### src/include/sba_map.svh
// Register map, field positions, reset values and timing counts of the
// system bus arbiter. Assumes inclusion by bare name from the package.
`ifndef SBA_MAP_SVH
`define SBA_MAP_SVH
// Register offsets
`define SBA_OFS_CTL 8'h70
`define SBA_OFS_STA 8'h71
`define SBA_OFS_PRI 8'h74
// Control fields
`define SBA_CTL_PARK 0
`define SBA_CTL_RST 8'h00
// Status fields
`define SBA_STA_FLAG 7
`define SBA_STA_IDX 2:0
// Priority control fields
`define SBA_PRI_A_SEL 2:0
`define SBA_PRI_A_EN 3
`define SBA_PRI_B_SEL 6:4
`define SBA_PRI_B_EN 7
`define SBA_PRI_RATIO 9:8
`define SBA_PRI_RST 10'h100
// Master numbering and timing
`define SBA_NEXT 5
`define SBA_HOST 3'h5
`define SBA_TMO_CLKS 5'd16
`endif

### src/include/sba_pkg.sv
// Types shared by the arbiter modules.
// Assumes the map header sits on the include path.
`include "sba_map.svh"
package sba_pkg;
  // PCI grant sequencer states
  typedef enum logic [2:0] {P_PARK, P_GRANT, P_BUSY, P_GAP} sba_pst_type;
  // Memory bus hand-over states
  typedef enum logic [2:0] {C_IDLE, C_CORE, C_HOLD, C_MST, C_REL, C_WB, C_WBH} sba_cst_type;
endpackage : sba_pkg

### src/sba_sync.sv
// Two-stage synchroniser for the PCI pins.
// Assumes pin levels may change at any time relative to clk.
module sba_sync
  import sba_pkg::*;
(
  input wire logic clk,
  input wire logic rst_n,
  input wire logic [6:0] din,
  output logic [6:0] dout
);
  // Both stages held together
  typedef struct packed {
    logic [6:0] s1;
    logic [6:0] s2;
  } sba_sync_type;

  sba_sync_type s;
  sba_sync_type n;

  // Next stage values; first stage feeds only the second
  always_comb
  begin
    n.s1 = din;
    n.s2 = s.s1;
  end

  // Pins idle high after reset
  always_ff @(posedge clk)
  begin
    if (!rst_n)
    begin
      s <= '1;
    end
    else
    begin
      s <= n;
    end
  end

  assign dout = s.s2;
endmodule : sba_sync

### src/sba_cpu_arb.sv
// Memory bus hand-over between the processor core and two internal masters.
// Assumes all strobes come from logic on clk, active high.
module sba_cpu_arb
  import sba_pkg::*;
(
  input wire logic clk,
  input wire logic rst_n,
  input wire logic core_breq,
  input wire logic core_hlda,
  input wire logic core_ads,
  input wire logic core_hitm,
  input wire logic [1:0] mst_req,
  input wire logic [1:0] mst_ads,
  output logic core_hold,
  output logic [1:0] mst_gnt
);
  // Whole state of the hand-over logic
  typedef struct packed {
    sba_cst_type st;
    logic cur;
    logic core_next;
    logic hold;
    logic [1:0] gnt;
  } sba_cpu_type;

  sba_cpu_type s;
  sba_cpu_type n;
  logic nxt_m;

  // Other master first when it asks
  assign nxt_m = mst_req[~s.cur] ? ~s.cur : s.cur;

  // Hand-over sequencer
  always_comb
  begin
    n = s;
    case (s.st)
      C_IDLE:
      begin
        if (core_hlda && core_breq && (s.core_next || mst_req == 2'b00))
        begin
          n.hold = 1'b0;
          n.core_next = 1'b0;
          n.st = C_CORE;
        end
        else if (core_hlda && mst_req != 2'b00)
        begin
          n.cur = nxt_m;
          n.gnt = nxt_m ? 2'b10 : 2'b01;
          n.core_next = 1'b1;
          n.st = C_MST;
        end
      end
      C_CORE:
      begin
        if (mst_req != 2'b00 && (core_ads || !core_breq))
        begin
          n.hold = 1'b1;
          n.st = C_HOLD;
        end
      end
      C_HOLD:
      begin
        if (core_hlda && mst_req != 2'b00)
        begin
          n.cur = nxt_m;
          n.gnt = nxt_m ? 2'b10 : 2'b01;
          n.core_next = 1'b1;
          n.st = C_MST;
        end
        else if (core_hlda)
        begin
          n.st = C_IDLE;
        end
      end
      C_MST:
      begin
        if (core_hitm)
        begin
          n.gnt = 2'b00;
          n.hold = 1'b0;
          n.st = C_WB;
        end
        else if (!mst_req[s.cur])
        begin
          n.gnt = 2'b00;
          n.st = C_IDLE;
        end
        else if (mst_ads[s.cur] && core_breq)
        begin
          n.gnt = 2'b00;
          n.st = C_REL;
        end
      end
      C_REL:
      begin
        if (!mst_req[s.cur])
        begin
          n.hold = !core_breq;
          n.core_next = 1'b0;
          n.st = core_breq ? C_CORE : C_IDLE;
        end
      end
      C_WB:
      begin
        if (core_ads)
        begin
          n.hold = 1'b1;
          n.st = C_WBH;
        end
      end
      C_WBH:
      begin
        if (core_hlda && !core_hitm)
        begin
          n.gnt = s.cur ? 2'b10 : 2'b01;
          n.st = C_MST;
        end
      end
      default:
      begin
        n.st = C_IDLE;
      end
    endcase
  end

  // Core held off until it acknowledges after reset
  always_ff @(posedge clk)
  begin
    if (!rst_n)
    begin
      s.st <= C_IDLE;
      s.cur <= 1'b0;
      s.core_next <= 1'b1;
      s.hold <= 1'b1;
      s.gnt <= 2'b00;
    end
    else
    begin
      s <= n;
    end
  end

  assign core_hold = s.hold;
  assign mst_gnt = s.gnt;

  chk_hlda_grant_master: assert property (@(posedge clk) disable iff (!rst_n)
    (s.st == C_HOLD && core_hlda && mst_req != 2'b00) |=> $onehot(mst_gnt))
    else $error("no grant after hold acknowledge");
  chk_ads_rehold_core: assert property (@(posedge clk) disable iff (!rst_n)
    (s.st == C_CORE && core_ads && mst_req != 2'b00) |=> core_hold)
    else $error("hold not reasserted on core strobe");
  chk_hitm_wb_release: assert property (@(posedge clk) disable iff (!rst_n)
    (s.st == C_MST && core_hitm) |=> (!core_hold && mst_gnt == 2'b00))
    else $error("hold not released for write-back");
endmodule : sba_cpu_arb

### src/sba_arbiter.sv
// Top of the system bus arbiter: PCI grant logic, registers, and the
// memory bus hand-over. Assumes PCI pins are asynchronous to clk and the
// host bridge and internal masters run on clk.
//
// Design decision made here: strobed register access.
module sba_arbiter
  import sba_pkg::*;
(
  input wire logic clk,
  input wire logic rst_n,
  input wire logic [7:0] reg_addr,
  input wire logic [15:0] reg_wdata,
  input wire logic reg_we,
  input wire logic reg_re,
  output logic [15:0] reg_rdata,
  input wire logic [4:0] pci_req_n,
  input wire logic pci_frame_n,
  input wire logic pci_irdy_n,
  output logic [4:0] pci_gnt_n,
  input wire logic host_req,
  output logic host_gnt,
  input wire logic core_breq,
  input wire logic core_hlda,
  input wire logic core_ads,
  input wire logic core_hitm,
  input wire logic [1:0] mst_req,
  input wire logic [1:0] mst_ads,
  output logic core_hold,
  output logic [1:0] mst_gnt
);
  // Whole state of the PCI side
  typedef struct packed {
    sba_pst_type st;
    logic [2:0] gsel;
    logic gon;
    logic [5:0] gv;
    logic [1:0] gph;
    logic [1:0] phase;
    logic [2:0] lp;
    logic [1:0] ecnt;
    logic [4:0] tmo;
    logic frame_d;
    logic [7:0] ctl;
    logic sflag;
    logic [2:0] sidx;
    logic [9:0] pri;
    logic [15:0] rdata;
  } sba_pci_type;

  sba_pci_type s;
  sba_pci_type n;
  // Synchronised pins: irdy, frame, requests
  logic [6:0] pin_q;
  // Requests, host bridge in bit 5
  logic [5:0] rq;
  logic frame_s;
  logic bus_idle;
  logic start;
  logic host_due;
  logic [1:0] ratio;
  // Arbitration result: valid, phase, index
  logic [5:0] pk;
  logic pk_v;
  logic [1:0] pk_ph;
  logic [2:0] pk_idx;
  // Rotation advance request
  logic adv;
  logic [1:0] adv_ph;
  logic [2:0] adv_idx;
  logic tmo_hit;
  logic sta_clr;

  // One-hot grant vector of a master index
  function automatic logic [5:0] sba_onehot(input logic [2:0] idx);
    logic [5:0] v;
    v = 6'h00;
    v[idx] = 1'b1;
    return v;
  endfunction : sba_onehot

  // Next master: host when due, then slots from the current phase
  function automatic logic [5:0] sba_pick(
    input logic [5:0] r,
    input logic [1:0] ph,
    input logic [2:0] lpp,
    input logic [9:0] pc,
    input logic due
  );
    logic [5:0] res;
    logic found;
    logic [1:0] p;
    logic [2:0] m;
    res = 6'h00;
    found = 1'b0;
    if (r[5] && (due || r[4:0] == 5'h00))
    begin
      res = {1'b1, 2'h3, `SBA_HOST};
      found = 1'b1;
    end
    // two high slots then one low
    for (int k = 0; k < 3; k++)
    begin
      p = 2'((int'(ph) + k) % 3);
      // high slots may name same master
      if (!found && p == 2'h0 && pc[`SBA_PRI_A_EN] && r[pc[`SBA_PRI_A_SEL]])
      begin
        res = {1'b1, p, pc[`SBA_PRI_A_SEL]};
        found = 1'b1;
      end
      if (!found && p == 2'h1 && pc[`SBA_PRI_B_EN] && r[pc[`SBA_PRI_B_SEL]])
      begin
        res = {1'b1, p, pc[`SBA_PRI_B_SEL]};
        found = 1'b1;
      end
      if (!found && p == 2'h2)
      begin
        for (int j = 0; j < `SBA_NEXT; j++)
        begin
          m = 3'((int'(lpp) + j) % `SBA_NEXT);
          if (!found && r[m] && !(pc[`SBA_PRI_A_EN] && pc[`SBA_PRI_A_SEL] == m)
              && !(pc[`SBA_PRI_B_EN] && pc[`SBA_PRI_B_SEL] == m))
          begin
            res = {1'b1, p, m};
            found = 1'b1;
          end
        end
      end
    end
    return res;
  endfunction : sba_pick

  // Pin synchroniser
  sba_sync u_sync (
    .clk(clk),
    .rst_n(rst_n),
    .din({pci_irdy_n, pci_frame_n, pci_req_n}),
    .dout(pin_q)
  );

  // Memory bus hand-over
  sba_cpu_arb u_cpu (
    .clk(clk),
    .rst_n(rst_n),
    .core_breq(core_breq),
    .core_hlda(core_hlda),
    .core_ads(core_ads),
    .core_hitm(core_hitm),
    .mst_req(mst_req),
    .mst_ads(mst_ads),
    .core_hold(core_hold),
    .mst_gnt(mst_gnt)
  );

  // host bridge plus five external requests
  assign rq = {host_req, ~pin_q[4:0]};
  assign frame_s = pin_q[5];
  assign bus_idle = pin_q[5] && pin_q[6];
  // Frame falling edge marks a transaction start
  assign start = s.frame_d && !frame_s;
  // Ratio zero behaves as one
  assign ratio = (s.pri[`SBA_PRI_RATIO] == 2'h0) ? 2'h1 : s.pri[`SBA_PRI_RATIO];
  assign host_due = s.ecnt >= ratio;
  assign pk = sba_pick(rq, s.phase, s.lp, s.pri, host_due);
  assign pk_v = pk[5];
  assign pk_ph = pk[4:3];
  assign pk_idx = pk[2:0];
  // Granted requester unused for the full idle window
  assign tmo_hit = s.st == P_GRANT && bus_idle && !start && rq[s.gsel]
                   && s.tmo == `SBA_TMO_CLKS - 5'd1;
  assign sta_clr = reg_we && reg_addr == `SBA_OFS_STA && reg_wdata[`SBA_STA_FLAG];

  // Registers, grant sequencer and rotation update
  always_comb
  begin
    n = s;
    adv = 1'b0;
    adv_ph = s.gph;
    adv_idx = s.gsel;
    n.frame_d = frame_s;
    // Register writes
    if (reg_we && reg_addr == `SBA_OFS_CTL)
    begin
      n.ctl = reg_wdata[7:0];
    end
    if (reg_we && reg_addr == `SBA_OFS_PRI)
    begin
      n.pri = reg_wdata[9:0];
    end
    if (sta_clr)
    begin
      n.sflag = 1'b0;
    end
    // Read data only in the cycle after the strobe
    n.rdata = 16'h0000;
    if (reg_re)
    begin
      case (reg_addr)
        `SBA_OFS_CTL: n.rdata = {8'h00, s.ctl};
        `SBA_OFS_STA: n.rdata = {8'h00, s.sflag, 4'h0, s.sidx};
        `SBA_OFS_PRI: n.rdata = {6'h00, s.pri};
        default: n.rdata = 16'h0000;
      endcase
    end
    // Idle clocks under an unused grant
    n.tmo = (s.st == P_GRANT && bus_idle) ? s.tmo + 5'd1 : 5'd0;
    case (s.st)
      P_PARK:
      begin
        if (start)
        begin
          adv = 1'b1;
          adv_ph = 2'h3;
          n.st = P_BUSY;
        end
        else if (pk_v && pk_idx == s.gsel)
        begin
          n.gph = pk_ph;
          n.st = P_GRANT;
        end
        else if (pk_v)
        begin
          n.gon = 1'b0;
          n.st = P_GAP;
        end
      end
      P_GRANT:
      begin
        if (start)
        begin
          adv = 1'b1;
          n.st = P_BUSY;
        end
        else if (tmo_hit)
        begin
          adv = 1'b1;
          n.gon = 1'b0;
          n.st = P_GAP;
          n.sflag = 1'b1;
          n.sidx = s.gsel;
        end
        else if (!rq[s.gsel])
        begin
          // core select parks via a gap
          n.gon = !(s.ctl[`SBA_CTL_PARK] && s.gsel != `SBA_HOST);
          n.st = n.gon ? P_PARK : P_GAP;
        end
      end
      P_BUSY:
      begin
        if (!bus_idle && pk_v && pk_idx != s.gsel)
        begin
          // Bus driven: switch grants in one clock
          n.gsel = pk_idx;
          n.gph = pk_ph;
          n.st = P_GRANT;
        end
        else if (bus_idle && pk_v && pk_idx == s.gsel)
        begin
          n.gph = pk_ph;
          n.st = P_GRANT;
        end
        else if (bus_idle && pk_v)
        begin
          n.gon = 1'b0;
          n.st = P_GAP;
        end
        else if (bus_idle && s.ctl[`SBA_CTL_PARK] && s.gsel != `SBA_HOST)
        begin
          // park on core after a gap
          n.gon = 1'b0;
          n.st = P_GAP;
        end
        else if (bus_idle)
        begin
          n.st = P_PARK;
        end
      end
      P_GAP:
      begin
        n.gon = 1'b1;
        if (pk_v)
        begin
          n.gsel = pk_idx;
          n.gph = pk_ph;
          n.st = P_GRANT;
        end
        else
        begin
          // park so the bus stays driven
          n.gsel = s.ctl[`SBA_CTL_PARK] ? `SBA_HOST : s.gsel;
          n.st = P_PARK;
        end
      end
      default:
      begin
        n.st = P_GAP;
      end
    endcase
    if (adv)
    begin
      n.ecnt = (adv_idx == `SBA_HOST) ? 2'h0 : ((s.ecnt == 2'h3) ? 2'h3 : s.ecnt + 2'h1);
      if (adv_ph != 2'h3)
      begin
        n.phase = (adv_ph == 2'h2) ? 2'h0 : adv_ph + 2'h1;
      end
      // low queue moves one per pass
      if (adv_ph == 2'h2)
      begin
        n.lp = (adv_idx == 3'h4) ? 3'h0 : adv_idx + 3'h1;
      end
    end
    n.gv = n.gon ? sba_onehot(n.gsel) : 6'h00;
  end

  // Bus parked on the host bridge after reset
  always_ff @(posedge clk)
  begin
    if (!rst_n)
    begin
      s <= '0;
      s.st <= P_PARK;
      s.gsel <= `SBA_HOST;
      s.gon <= 1'b1;
      s.gv <= 6'h20;
      s.gph <= 2'h3;
      s.frame_d <= 1'b1;
      s.ctl <= `SBA_CTL_RST;
      s.pri <= `SBA_PRI_RST;
    end
    else
    begin
      s <= n;
    end
  end

  assign pci_gnt_n = ~s.gv[4:0];
  assign host_gnt = s.gv[5];
  assign reg_rdata = s.rdata;

  chk_park_one_grant: assert property (@(posedge clk) disable iff (!rst_n)
    $onehot0(s.gv) && (s.st != P_PARK || $onehot(s.gv)))
    else $error("park grant not exactly one");
  chk_idle_gap_grant: assert property (@(posedge clk) disable iff (!rst_n)
    ($past(bus_idle) && $past(s.gv) != 6'h00 && s.gv != 6'h00) |-> s.gv == $past(s.gv))
    else $error("grant moved on idle bus without gap");
  chk_timeout_status: assert property (@(posedge clk) disable iff (!rst_n)
    tmo_hit |=> (s.gv == 6'h00 && s.sflag && s.sidx == $past(s.gsel)))
    else $error("broken master not withdrawn and recorded");
  chk_lone_grant_kept: assert property (@(posedge clk) disable iff (!rst_n)
    (s.st == P_BUSY && !pk_v && !bus_idle) |=> s.gv == $past(s.gv))
    else $error("lone grant dropped mid transaction");
  chk_start_rearb_busy: assert property (@(posedge clk) disable iff (!rst_n)
    (start && (s.st == P_GRANT || s.st == P_PARK)) |=> s.st == P_BUSY)
    else $error("no rearbitration at transaction start");
  chk_flag_sticky_w1c: assert property (@(posedge clk) disable iff (!rst_n)
    (s.sflag && !sta_clr) |=> s.sflag)
    else $error("broken flag lost without clear");
  chk_park_core_gap: assert property (@(posedge clk) disable iff (!rst_n)
    (s.st == P_BUSY && bus_idle && !pk_v && s.ctl[`SBA_CTL_PARK] && s.gsel != `SBA_HOST)
    ##1 !pk_v |-> s.gv == 6'h00 ##1 s.gv == 6'h20)
    else $error("bus not parked on core");
endmodule : sba_arbiter

### config.mk
export PLATFORM = sky130hd
export DESIGN_NAME = sba_arbiter
export DESIGN_NICKNAME = d
export VERILOG_FILES = /design/src/include/sba_pkg.sv /design/src/sba_sync.sv /design/src/sba_cpu_arb.sv /design/src/sba_arbiter.sv
export VERILOG_INCLUDE_DIRS = /design/src /design/src/include
export SDC_FILE = /design/constraint.sdc
export NUM_CORES = 1
export LEC_CHECK = 0
export BUFFER_PORTS_ARGS = -buffer_cell sky130_fd_sc_hd__clkbuf_2
export CELL_PAD_IN_SITES_DETAIL_PLACEMENT = 1
export CELL_PAD_IN_SITES_GLOBAL_PLACEMENT = 2
export CORE_ASPECT_RATIO = 2
export CORE_MARGIN = 1.5
export CORE_UTILIZATION = 39
export DETAILED_ROUTE_END_ITERATION = 10
export PLACE_DENSITY_LB_ADDON = 0.08
export SETUP_SLACK_MARGIN = 0.15
export SLEW_MARGIN = 20
export SYNTH_ARGS = -nofsm -noshare
export SYNTH_HDL_FRONTEND = slang
export SYNTH_SLANG_ARGS = --single-unit
### constraint.sdc
create_clock -name clk -period 16.4 [get_ports clk]
set_input_delay 1.64 -clock clk [delete_from_list [all_inputs] [get_ports clk]]
set_output_delay 1.64 -clock clk [all_outputs]
set_load 0.01 [all_outputs]
# Word level (Yosys, flattened, before mapping)
# Cells that the tools add are included.
dict set report totals {
  reg_bits 88
  in_bits 44
  output_inout_bits 25
  elab_cells 452
}
dict set report op_classes {
  n_addsub 10
  n_div 8
  order_cmp 13
  n_eq_ne 56
  muxes 169
  bitwise 4
  n_reduce_logical 169
}
# cell n
set op_table {}
lappend op_table {{$mux 6} 26}
lappend op_table {{$mod 32x4->32 const B} 4}
lappend op_table {{$logic_and 1x1->1} 102}
lappend op_table {{$mux 1} 72}
lappend op_table {{$mux 3} 24}
lappend op_table {{$mod 32x3->32 const B} 2}
lappend op_table {{$mux 2} 22}
lappend op_table {{$logic_not 1->1} 37}
lappend op_table {{$lt 3x4->1 const B} 9}
lappend op_table {{$eq 3x3->1} 11}
lappend op_table {{$mod 3x3->32 const B} 1}
lappend op_table {{$mod 4x4->32 const B} 1}
lappend op_table {{$pmux 10 s3} 1}
lappend op_table {{$bmux 1 s3} 8}
lappend op_table {{$eq 8x7->1 const B} 3}
lappend op_table {{$pmux 3 s7} 1}
lappend op_table {{$mux 4} 4}
lappend op_table {{$ne 2x2->1 const B} 8}
lappend op_table {{$eq 3x3->1 const B} 5}
lappend op_table {{$eq 3x2->1 const B} 4}
lappend op_table {{$ne 4x4->1 const B} 3}
lappend op_table {{$pmux 3 s4} 1}
lappend op_table {{$reduce_and 4->1} 3}
lappend op_table {{$eq 2x2->1 const B} 5}
lappend op_table {{44 further kinds} 72}

# Depth between registers and ports, before layout
# Gate-level depths: netlist of run 1.
dict set report logic_depth {
  ltp_word 135
  depth_mapped 29
  mapped_depth_nobuf 22
}

# Cells and area by module
# A second synthesis of run 1 with hierarchy kept.
dict set report hier_totals {
  cells_unflattened 947
  hier_area_um2 7424.6
}
# mod n_inst cells_per_inst area_each_um2 seq_area_each_um2
set by_module_without_submodules {}
lappend by_module_without_submodules {sba_arbiter 1 829 6341.1 1181.1}
lappend by_module_without_submodules {sba_cpu_arb 1 89 691.9 160.2}
lappend by_module_without_submodules {sba_sync 1 29 391.6 280.3}

# Least setup slack after synthesis of run 1
# No wires, ideal clock.
dict set report synth_path {
  path_type {register -> register}
  from {register s[46] (netlist name)}
  to {register s[55] (netlist name)}
  setup_ns 0.092
  arrival_time_ns 6.145
  t_required_ns 16.308
  path_slack_ns 10.163
  stages_incl_launch_ff 28
  path_buffers 7
  period_less_slack_ns 6.237
  path_cell_list {dfxtp_1 buf_2 buf_4 inv_1 ha_1 clkbuf_1 buf_2 inv_1 ha_1 nor2_1 a21oi_1 xnor2_1 ha_1 nor2b_1 o31ai_1 a221oi_1 a21boi_0 o211ai_1 buf_2 buf_2 nand2_1 or4_1 a22o_1 buf_2 nand2_1 nor2_1 a311oi_1 nor4bb_1}
}
dict set report synth_between {
  elab_chain_len 120
  elab_cells_between_ends 203
  classes_between {add/sub: 4; div: 5; order compare: 2; eq/ne: 12; mux: 76; reduce/logical: 104}
}
# element line_no
set synth_lines {}
lappend synth_lines {{start: declaration} sba_arbiter.sv:50} ;# sba_pci_type s;
lappend synth_lines {{start signal: assignment} sba_arbiter.sv:332} ;# s <= n;
lappend synth_lines {{branches (longest 111 deep; another with $mod 32x4->32)} n/a}
lappend synth_lines {{$mux 6 *} sba_arbiter.sv:115} ;# if (!found && p == 2'h2)
lappend synth_lines {{$ne 3x3->1 / $logic_and 1x1->1 (equally long branches)} sba_arbiter.sv:250} ;# if (!bus_idle && pk_v && pk_idx != s.gsel)
lappend synth_lines {{$logic_and 1x1->1} sba_arbiter.sv:250}
lappend synth_lines {{$mux 3} sba_arbiter.sv:250}
lappend synth_lines {{$pmux 3 s2} sba_arbiter.sv:206} ;# case (s.st)
lappend synth_lines {{$lt 3x4->1 (not written as such) / $ge 3x1->1 (equally long branches)} sba_arbiter.sv:77} ;# v[idx] = 1'b1;
lappend synth_lines {{$logic_and 1x1->1 (not written as such)} sba_arbiter.sv:77}
lappend synth_lines {{$mux 1 (not written as such)} sba_arbiter.sv:77}
lappend synth_lines {{$demux 1 s3} sba_arbiter.sv:77}
# Every way passes the cells marked *. The select of a mux whose other input is x is not followed.
# A chain may end at the register's enable or synchronous reset.

# Worst setup path after layout of run 1
dict set report layout_path {
  from {register s[47] (netlist name)}
  to {register s[56] (netlist name)}
}
# Same word-level chain as after synthesis.

==> flow_summary_export.csv, run 1 <==
group,metric,value,unit
die,io-pin-count,69,
die,overall_die_width,100,µm
logic_synthesis,ys_warn_count,0,
final_layout,flow.area_growth_from_synthesis,7.45,%
final_layout,finish.cell_count_without_fillers,1170,
power,ir_drop,105,µV
placement,port_buffers,56,
clocking,htree_levels,3,
timing,fmax,0.122,GHz
logic_synthesis,synth-edff-count,0,
logic_synthesis,yosysSeqAreaShare,0.220,
logic_synthesis,synthCells,946,
final_layout,n_fill_cell,2306,
worst_setup_path,category_of_the_worst_setup_path_capture_point,"flop",
timing,final-max-slew-violation-count,0,
drt,drt_iter0_markers,226,
timing,worst_slew_pin_slew,1070,ps
final_layout,most-common-layout-cells,"nor2_1, dfxtp_1, nand2_1",
hold_path,worst_hold_startpoint,"u_sync.n[2]$_SDFF_PN1_",
clocking,post_cts_hold_buffer_count,0,
timing,finalCriticalPeriod,8190,ps
worst_setup_path,timing.rr.start,"s[47]$_SDFFE_PN0P_",
final_layout,multi_input_comb_area,0.00524,mm²
clocking,postCtsSetupRepairBufs,0,
clocking,cts_buffers,9,
global_route,first_global_vias,8011,
drt,drt_wl_total,27900,µm
global_route,grt_first_pass_wirelength,43400,µm
timing,unrepaired_setup_endpoints_after_global_routing,"false",
logic_synthesis,synth.avg_cell_area,7.80,µm²
timing,finalSetupViolCount,0,
clocking,postCtsResizedCells,0,
global_route,grt_start_max_net_pins,48,
run_status,status,"finished clean",
worst_setup_path,worstRegToRegCells,23,
worst_setup_path,timing.critical_path.required,16640,ps
drt,vias,7356,
logic_synthesis,syn-cell-area,0.00738,mm²
final_layout,most_common_cell_after_layout_fill_and_taps_aside,"nor2_1",
clocking,clk_pin_slew_worst_paths,60,ps
worst_setup_path,worst_setup_path_start_kind,"flop",
power,power.total,630,µW
worst_setup_path,cp_data_arrival_time,8420,ps
timing,final_hold_viol_count,0,
final_layout,post_route_cells_drive_above_1_share,0.130,
drt,dr.pass1.iters,4,
final_layout,register_area,0.00162,mm²
power,power_leakage,0.00306,µW
worst_setup_path,reg_to_reg_end,"s[56]$_SDFF_PN0_",
die,initial_utilization,0.395,
clocking,root_buffer,"clkbuf_16",
die,core_area,0.0187,mm²
timing,final_min_period_over_clock_period,0.499,
placement,dp_hpwl,22500,µm
clocking,tritoncts_num_sinks,81,
hold_path,timing.hold.worst.class,"reg -> reg",
timing,setup_total_negative_slack,0,ps
placement,gpl.final_weighted_congestion,0.979,
logic_synthesis,synthDistinctLibCells,94,
hold_path,hold_depth,1,
final_layout,final_nets,1025,
global_route,track_usage,0.289,
clocking,cts_max_path_buffers,2,
final_layout,n_antenna_cell,0,
timing,slew_headroom,0.278,
timing,finClkSkew,9.34,ps
logic_synthesis,yosys_register_bits,81,
hold_path,hold-path-endpoint,"u_sync.dout[2]$_SDFF_PN1_",
drt,ant_nets,0,
logic_synthesis,asyncSetResetFlopFracSynth,0,
global_route,gr-total-overflow,0,
die,die_h,197,µm
clocking,tritoncts,"yes",
worst_setup_path,rrSetupSlack,8210,ps
die,die_area,0.0198,mm²
power,power_density_over_the_cells,79.4,mW/mm²
timing,finalHoldWorstSlack,409,ps
drt,via_cell_ratio,6.29,
drt,detail_route.wl_per_cell,23.8,µm
flow_run,max-cap-violations,0,
final_layout,post-route-util,0.425,
worst_setup_path,timing.critical_path.fanout_max,21,
drt,detail_route.drc_violations,0,
placement,placed_cells,1155,
global_route,antenna_violations_before_repair,0,
worst_setup_path,criticalPathCategory,"reg -> reg",
die,num_rows,71,
clocking,clock_insertion_delay_worst_skew,340,ps
logic_synthesis,synth_flop_cell,"dfxtp_1",
==> worst max-delay path, stage by stage (launching register included) <==
cell	delay (ps)
dfxtp_1	740
inv_1	450
ha_1	470
xor2_1	570
ha_1	280
nor2_1	90
a21oi_1	340
xnor2_1	250
ha_1	380
nor2b_1	210
o31ai_1	700
a221oi_1	200
a21boi_0	190
o211ai_1	190
buf_4	300
nand3b_1	140
o31ai_1	500
nand2_1	180
o32ai_1	440
o31a_1	250
or2_1	200
a311oi_1	130
a311oi_2	570
nor4b_1	300
==> per-layer routing <==
metal  wire, µm  track usage  up-vias
li1           -            -     3453
met1       8930        0.247     3617
met2      16000        0.582      183
met3        596       0.0283      103
met4       2370        0.222        0
met5          0            0        -
==> worst max path at each step <==
stage / start / endpoint / slack [ps] / cells after the start
2_1_floorplan: s[46]$_SDFFE_PN0P_ / s[55]$_SDFF_PN0_ / 10160 / 27
3_3_place_gp: s[47]$_SDFFE_PN0P_ / s[56]$_SDFF_PN0_ / 8610 / 23
3_5_place_dp: s[47]$_SDFFE_PN0P_ / s[56]$_SDFF_PN0_ / 8320 / 23
4_1_cts: s[47]$_SDFFE_PN0P_ / s[56]$_SDFF_PN0_ / 8290 / 23
5_1_grt: s[47]$_SDFFE_PN0P_ / s[56]$_SDFF_PN0_ / 7680 / 23
6_report: s[47]$_SDFFE_PN0P_ / s[56]$_SDFF_PN0_ / 8210 / 23
==> layout make-up <==
cell class                 count  area share
multi-input combinational    747       0.661
sequential                    81       0.205
timing repair buffer          63      0.0420
tap                          219      0.0346
clock buffer                   9      0.0284
inverter                      45      0.0213
clock inverter                 6     0.00853
==> metrics by stage <==
step,setup slack [ps],instance area [µm²]
after floorplan,10160,7390
after global placement,8610,7620
after detailed placement,8320,7620
after CTS,8290,7920
after global routing,7680,7930
final,8210,7930
==> power breakdown <==
part | internal (µW) | leakage, µW | total, µW | switching [µW]
combinational | 71.2 | 0.00226 | 191 | 120
sequential | 212 | 0.000659 | 239 | 26.9
clock | 117 | 0.000138 | 199 | 81.7
==> cells by family after synthesis <==
family                   count (synthesis)  synth area share
flip-flops                              81             0.220
buffers and inverters                  123            0.0750
multiplexers                            54            0.0877
AND/OR/NAND/NOR                        355             0.247
other                                    1          0.000508
AO/OA/AOI/OAI                          260             0.258
XOR/XNOR                                38            0.0533
adder cells (fa/ha/maj)                 34            0.0587
==> synth_stat cells, types with 9 or more instances <==
library cell	number	share of area
nor2_1	104	0.053
nand3_1	31	0.021
xnor2_1	20	0.024
a21oi_1	61	0.041
o22ai_1	9	0.0076
and3_1	11	0.0093
inv_1	43	0.022
a31oi_1	15	0.013
nor2b_1	10	0.0085
ha_1	33	0.056
buf_4	19	0.019
dfxtp_1	81	0.22
nor4_1	10	0.0085
o211ai_1	18	0.018
nor3_1	26	0.018
nand2_1	63	0.032
xor2_1	14	0.017
nand2b_1	31	0.026
o21ai_0	34	0.023
and2_1	13	0.011
clkbuf_1	43	0.022
mux2i_1	41	0.056
buf_2	10	0.0068
==> sequential cells by signal, indices dropped and copies added, names as in the netlist <==
signal and cells:
host_gnt 1, u_cpu.mst_gnt 2, u_cpu.core_hold 1, u_sync.n 7
u_sync.dout 7, reg_rdata 10, adv_idx 3, u_cpu.s 5
s 45
Note: power is estimated with default switching activity, not from simulation.
==> run 2, diff against run 1 <==
--- a/config.mk
+++ b/config.mk
@@ -11,7 +11,7 @@
 export CELL_PAD_IN_SITES_GLOBAL_PLACEMENT = 2
 export CORE_ASPECT_RATIO = 2
 export CORE_MARGIN = 1.5
-export CORE_UTILIZATION = 39
+export CORE_UTILIZATION = 36
 export DETAILED_ROUTE_END_ITERATION = 10
 export PLACE_DENSITY_LB_ADDON = 0.08
 export SETUP_SLACK_MARGIN = 0.15
==> constraint.sdc (replaced) <==
create_clock -name clk -period 7.6 [get_ports clk]
set_input_delay 0.76 -clock clk [delete_from_list [all_inputs] [get_ports clk]]
set_output_delay 0.76 -clock clk [all_outputs]
set_load 0.01 [all_outputs]
==> flow_summary_export.csv, run 2 (synthesized netlist as in run 1, its figures left out) <==
group,metric,value,unit
run_status,status,"finished clean",
final_layout,flow.area_growth_from_synthesis,9.82,%
timing,finClkSkew,10.6,ps
clocking,clk_pin_slew_worst_paths,60,ps
power,switchingPower,501,µW
placement,port_buffers,56,
final_layout,register_area,0.00162,mm²
worst_setup_path,worst_path_most_repeated_cell,"a21oi_1",
global_route,grt_use_met2,0.538,
worst_setup_path,category_of_the_worst_setup_path_capture_point,"flop",
clocking,tritoncts,"yes",
timing,slew_headroom,0.269,
clocking,tritoncts_num_sinks,81,
final_layout,finish.cell_count_without_fillers,1227,
final_layout,design_area,0.00810,mm²
die,overall_die_width,104,µm
power,power.total,1350,µW
clocking,cts_max_path_buffers,2,
worst_setup_path,cp_data_arrival_time,7300,ps
global_route,gr-total-overflow,0,
timing,finalSetupViolCount,0,
die,num_rows,73,
timing,setup_total_negative_slack,0,ps
timing,fmax,0.142,GHz
power,internal_power,846,µW
drt,detail_route.drc_violations,0,
drt,dr.pass1.iters,4,
clocking,cts_buffers,9,
power,switching_share,0.372,
worst_setup_path,cp_num_buf_inv,4,
die,core_area,0.0200,mm²
die,die_h,205,µm
worst_setup_path,worst_setup_path_start_kind,"flop",
timing,final_hold_viol_count,0,
final_layout,final_nets,1038,
global_route,grt.met1_usage,0.231,
worst_setup_path,crit_slowest_cell,"o311ai_0",
die,io-pin-count,69,
final_layout,most_common_cell_after_layout_fill_and_taps_aside,"nor2_1",
final_layout,n_antenna_cell,0,
worst_setup_path,criticalPathCategory,"reg -> reg",
power,ir_drop,220,µV
die,initial_utilization,0.369,
power,share_comb_of_total_power,0.313,
hold_path,timing.hold.worst.class,"reg -> reg",
placement,gpl.final_weighted_congestion,0.967,
power,p_seq_frac,0.381,
power,power.clock.fraction,0.306,
drt,drt_wl_total,27500,µm
timing,final_min_period_over_clock_period,0.924,
timing,unrepaired_setup_endpoints_after_global_routing,"false",
worst_setup_path,timing.critical_path.required,7880,ps
drt,drt_iter0_markers,290,
global_route,first_global_vias,8047,
final_layout,n_fill_cell,2450,
global_route,grtUsageMet3,0.0250,
final_layout,most-common-layout-cells,"nor2_1, dfxtp_1, nand2_1",
drt,detail_route.wl_per_cell,22.4,µm
global_route,track_usage,0.265,
clocking,root_buffer,"clkbuf_16",
timing,worst_slew_pin_slew,1090,ps
global_route,grt_most_used_layer,"met2",
drt,via_cell_ratio,5.96,
die,die_area,0.0214,mm²
worst_setup_path,critical-path-top-delay-family,"compound AO/OA/AOI/OAI gates",
final_layout,largest_register_ffs,45,
power,power_leakage,0.00312,µW
timing,finalCriticalPeriod,7020,ps
power,power_density_over_the_cells,166,mW/mm²
placement,placed_cells,1210,
global_route,grt_start_max_net_pins,46,
clocking,clock_insertion_delay_worst_skew,350,ps
timing,final-max-slew-violation-count,0,
flow_run,max-cap-violations,0,
clocking,htree_levels,3,
final_layout,post_route_cells_drive_above_1_share,0.146,
global_route,grt_first_pass_wirelength,43700,µm
worst_setup_path,timing.critical_path.fanout_max,21,
placement,place_area,0.00779,mm²
placement,dp_hpwl,22400,µm
drt,ant_nets,0,
final_layout,largest_register,"s",
global_route,antenna_violations_before_repair,0,
final_layout,multi_input_comb_area,0.00525,mm²
drt,vias,7314,
worst_setup_path,crit_path_max_incr_delay,680,ps
[run 2: layout make-up]
type                    instances  share of cell area
multi-input cells             747               0.649
repair buffers                 76              0.0547
clock inverters                 7             0.00726
well taps                     262              0.0405
clock buffers                   9              0.0278
inverters                      45              0.0209
flip-flops and latches         81               0.200
[run 2: power groups by stage]
stage	Combinational [µW]	Clock, µW	Sequential [µW]
floorplan	324	0	485
global placement	405	0	521
detailed placement	417	0	523
CTS	421	431	514
global route	468	449	522
finish	422	412	514
[run 2: what timing repair did]
item | CTS | global route
buffers inserted | 0 | 1
hold buffers | 0 | 0
gates resized for setup | 0 | 3
setup endpoints to repair | 0 | 8
[run 2: layer usage]
metal | up-vias | share of wire
li1 | 3478 | -
met1 | 3578 | 0.33
met2 | 172 | 0.57
met3 | 86 | 0.023
met4 | 0 | 0.086
met5 | - | 0
[run 2: per-stage QoR]
stage	hold WS [ps]	utilization	worst slack (ps)
finish	411	0.405	581
global route	438	0.405	155
CTS	412	0.404	366
detailed placement	398	0.389	444
global placement	393	0.389	622
floorplan	386	-	1360
[run 2: worst register-to-register path, delay by kind of cell (launching register included)]
family | cells | cell delay, ps
buf+inv | 4 | 890
xor+xnor | 3 | 690
flops | 1 | 540
compound gates | 11 | 2670
simple gates | 4 | 1170
fa+ha+maj | 3 | 980
[run 2: final timing paths]
check,start,to,slack [ps],cells past startpoint
min reg2reg,u_sync.n[2]$_SDFF_PN1_,u_sync.dout[2]$_SDFF_PN1_,410,1
max reg2reg,s[47]$_SDFFE_PN0P_,s[64]$_SDFFE_PN0P_,580,25
max,s[47]$_SDFFE_PN0P_,s[64]$_SDFFE_PN0P_,580,25
min,u_sync.n[2]$_SDFF_PN1_,u_sync.dout[2]$_SDFF_PN1_,410,1
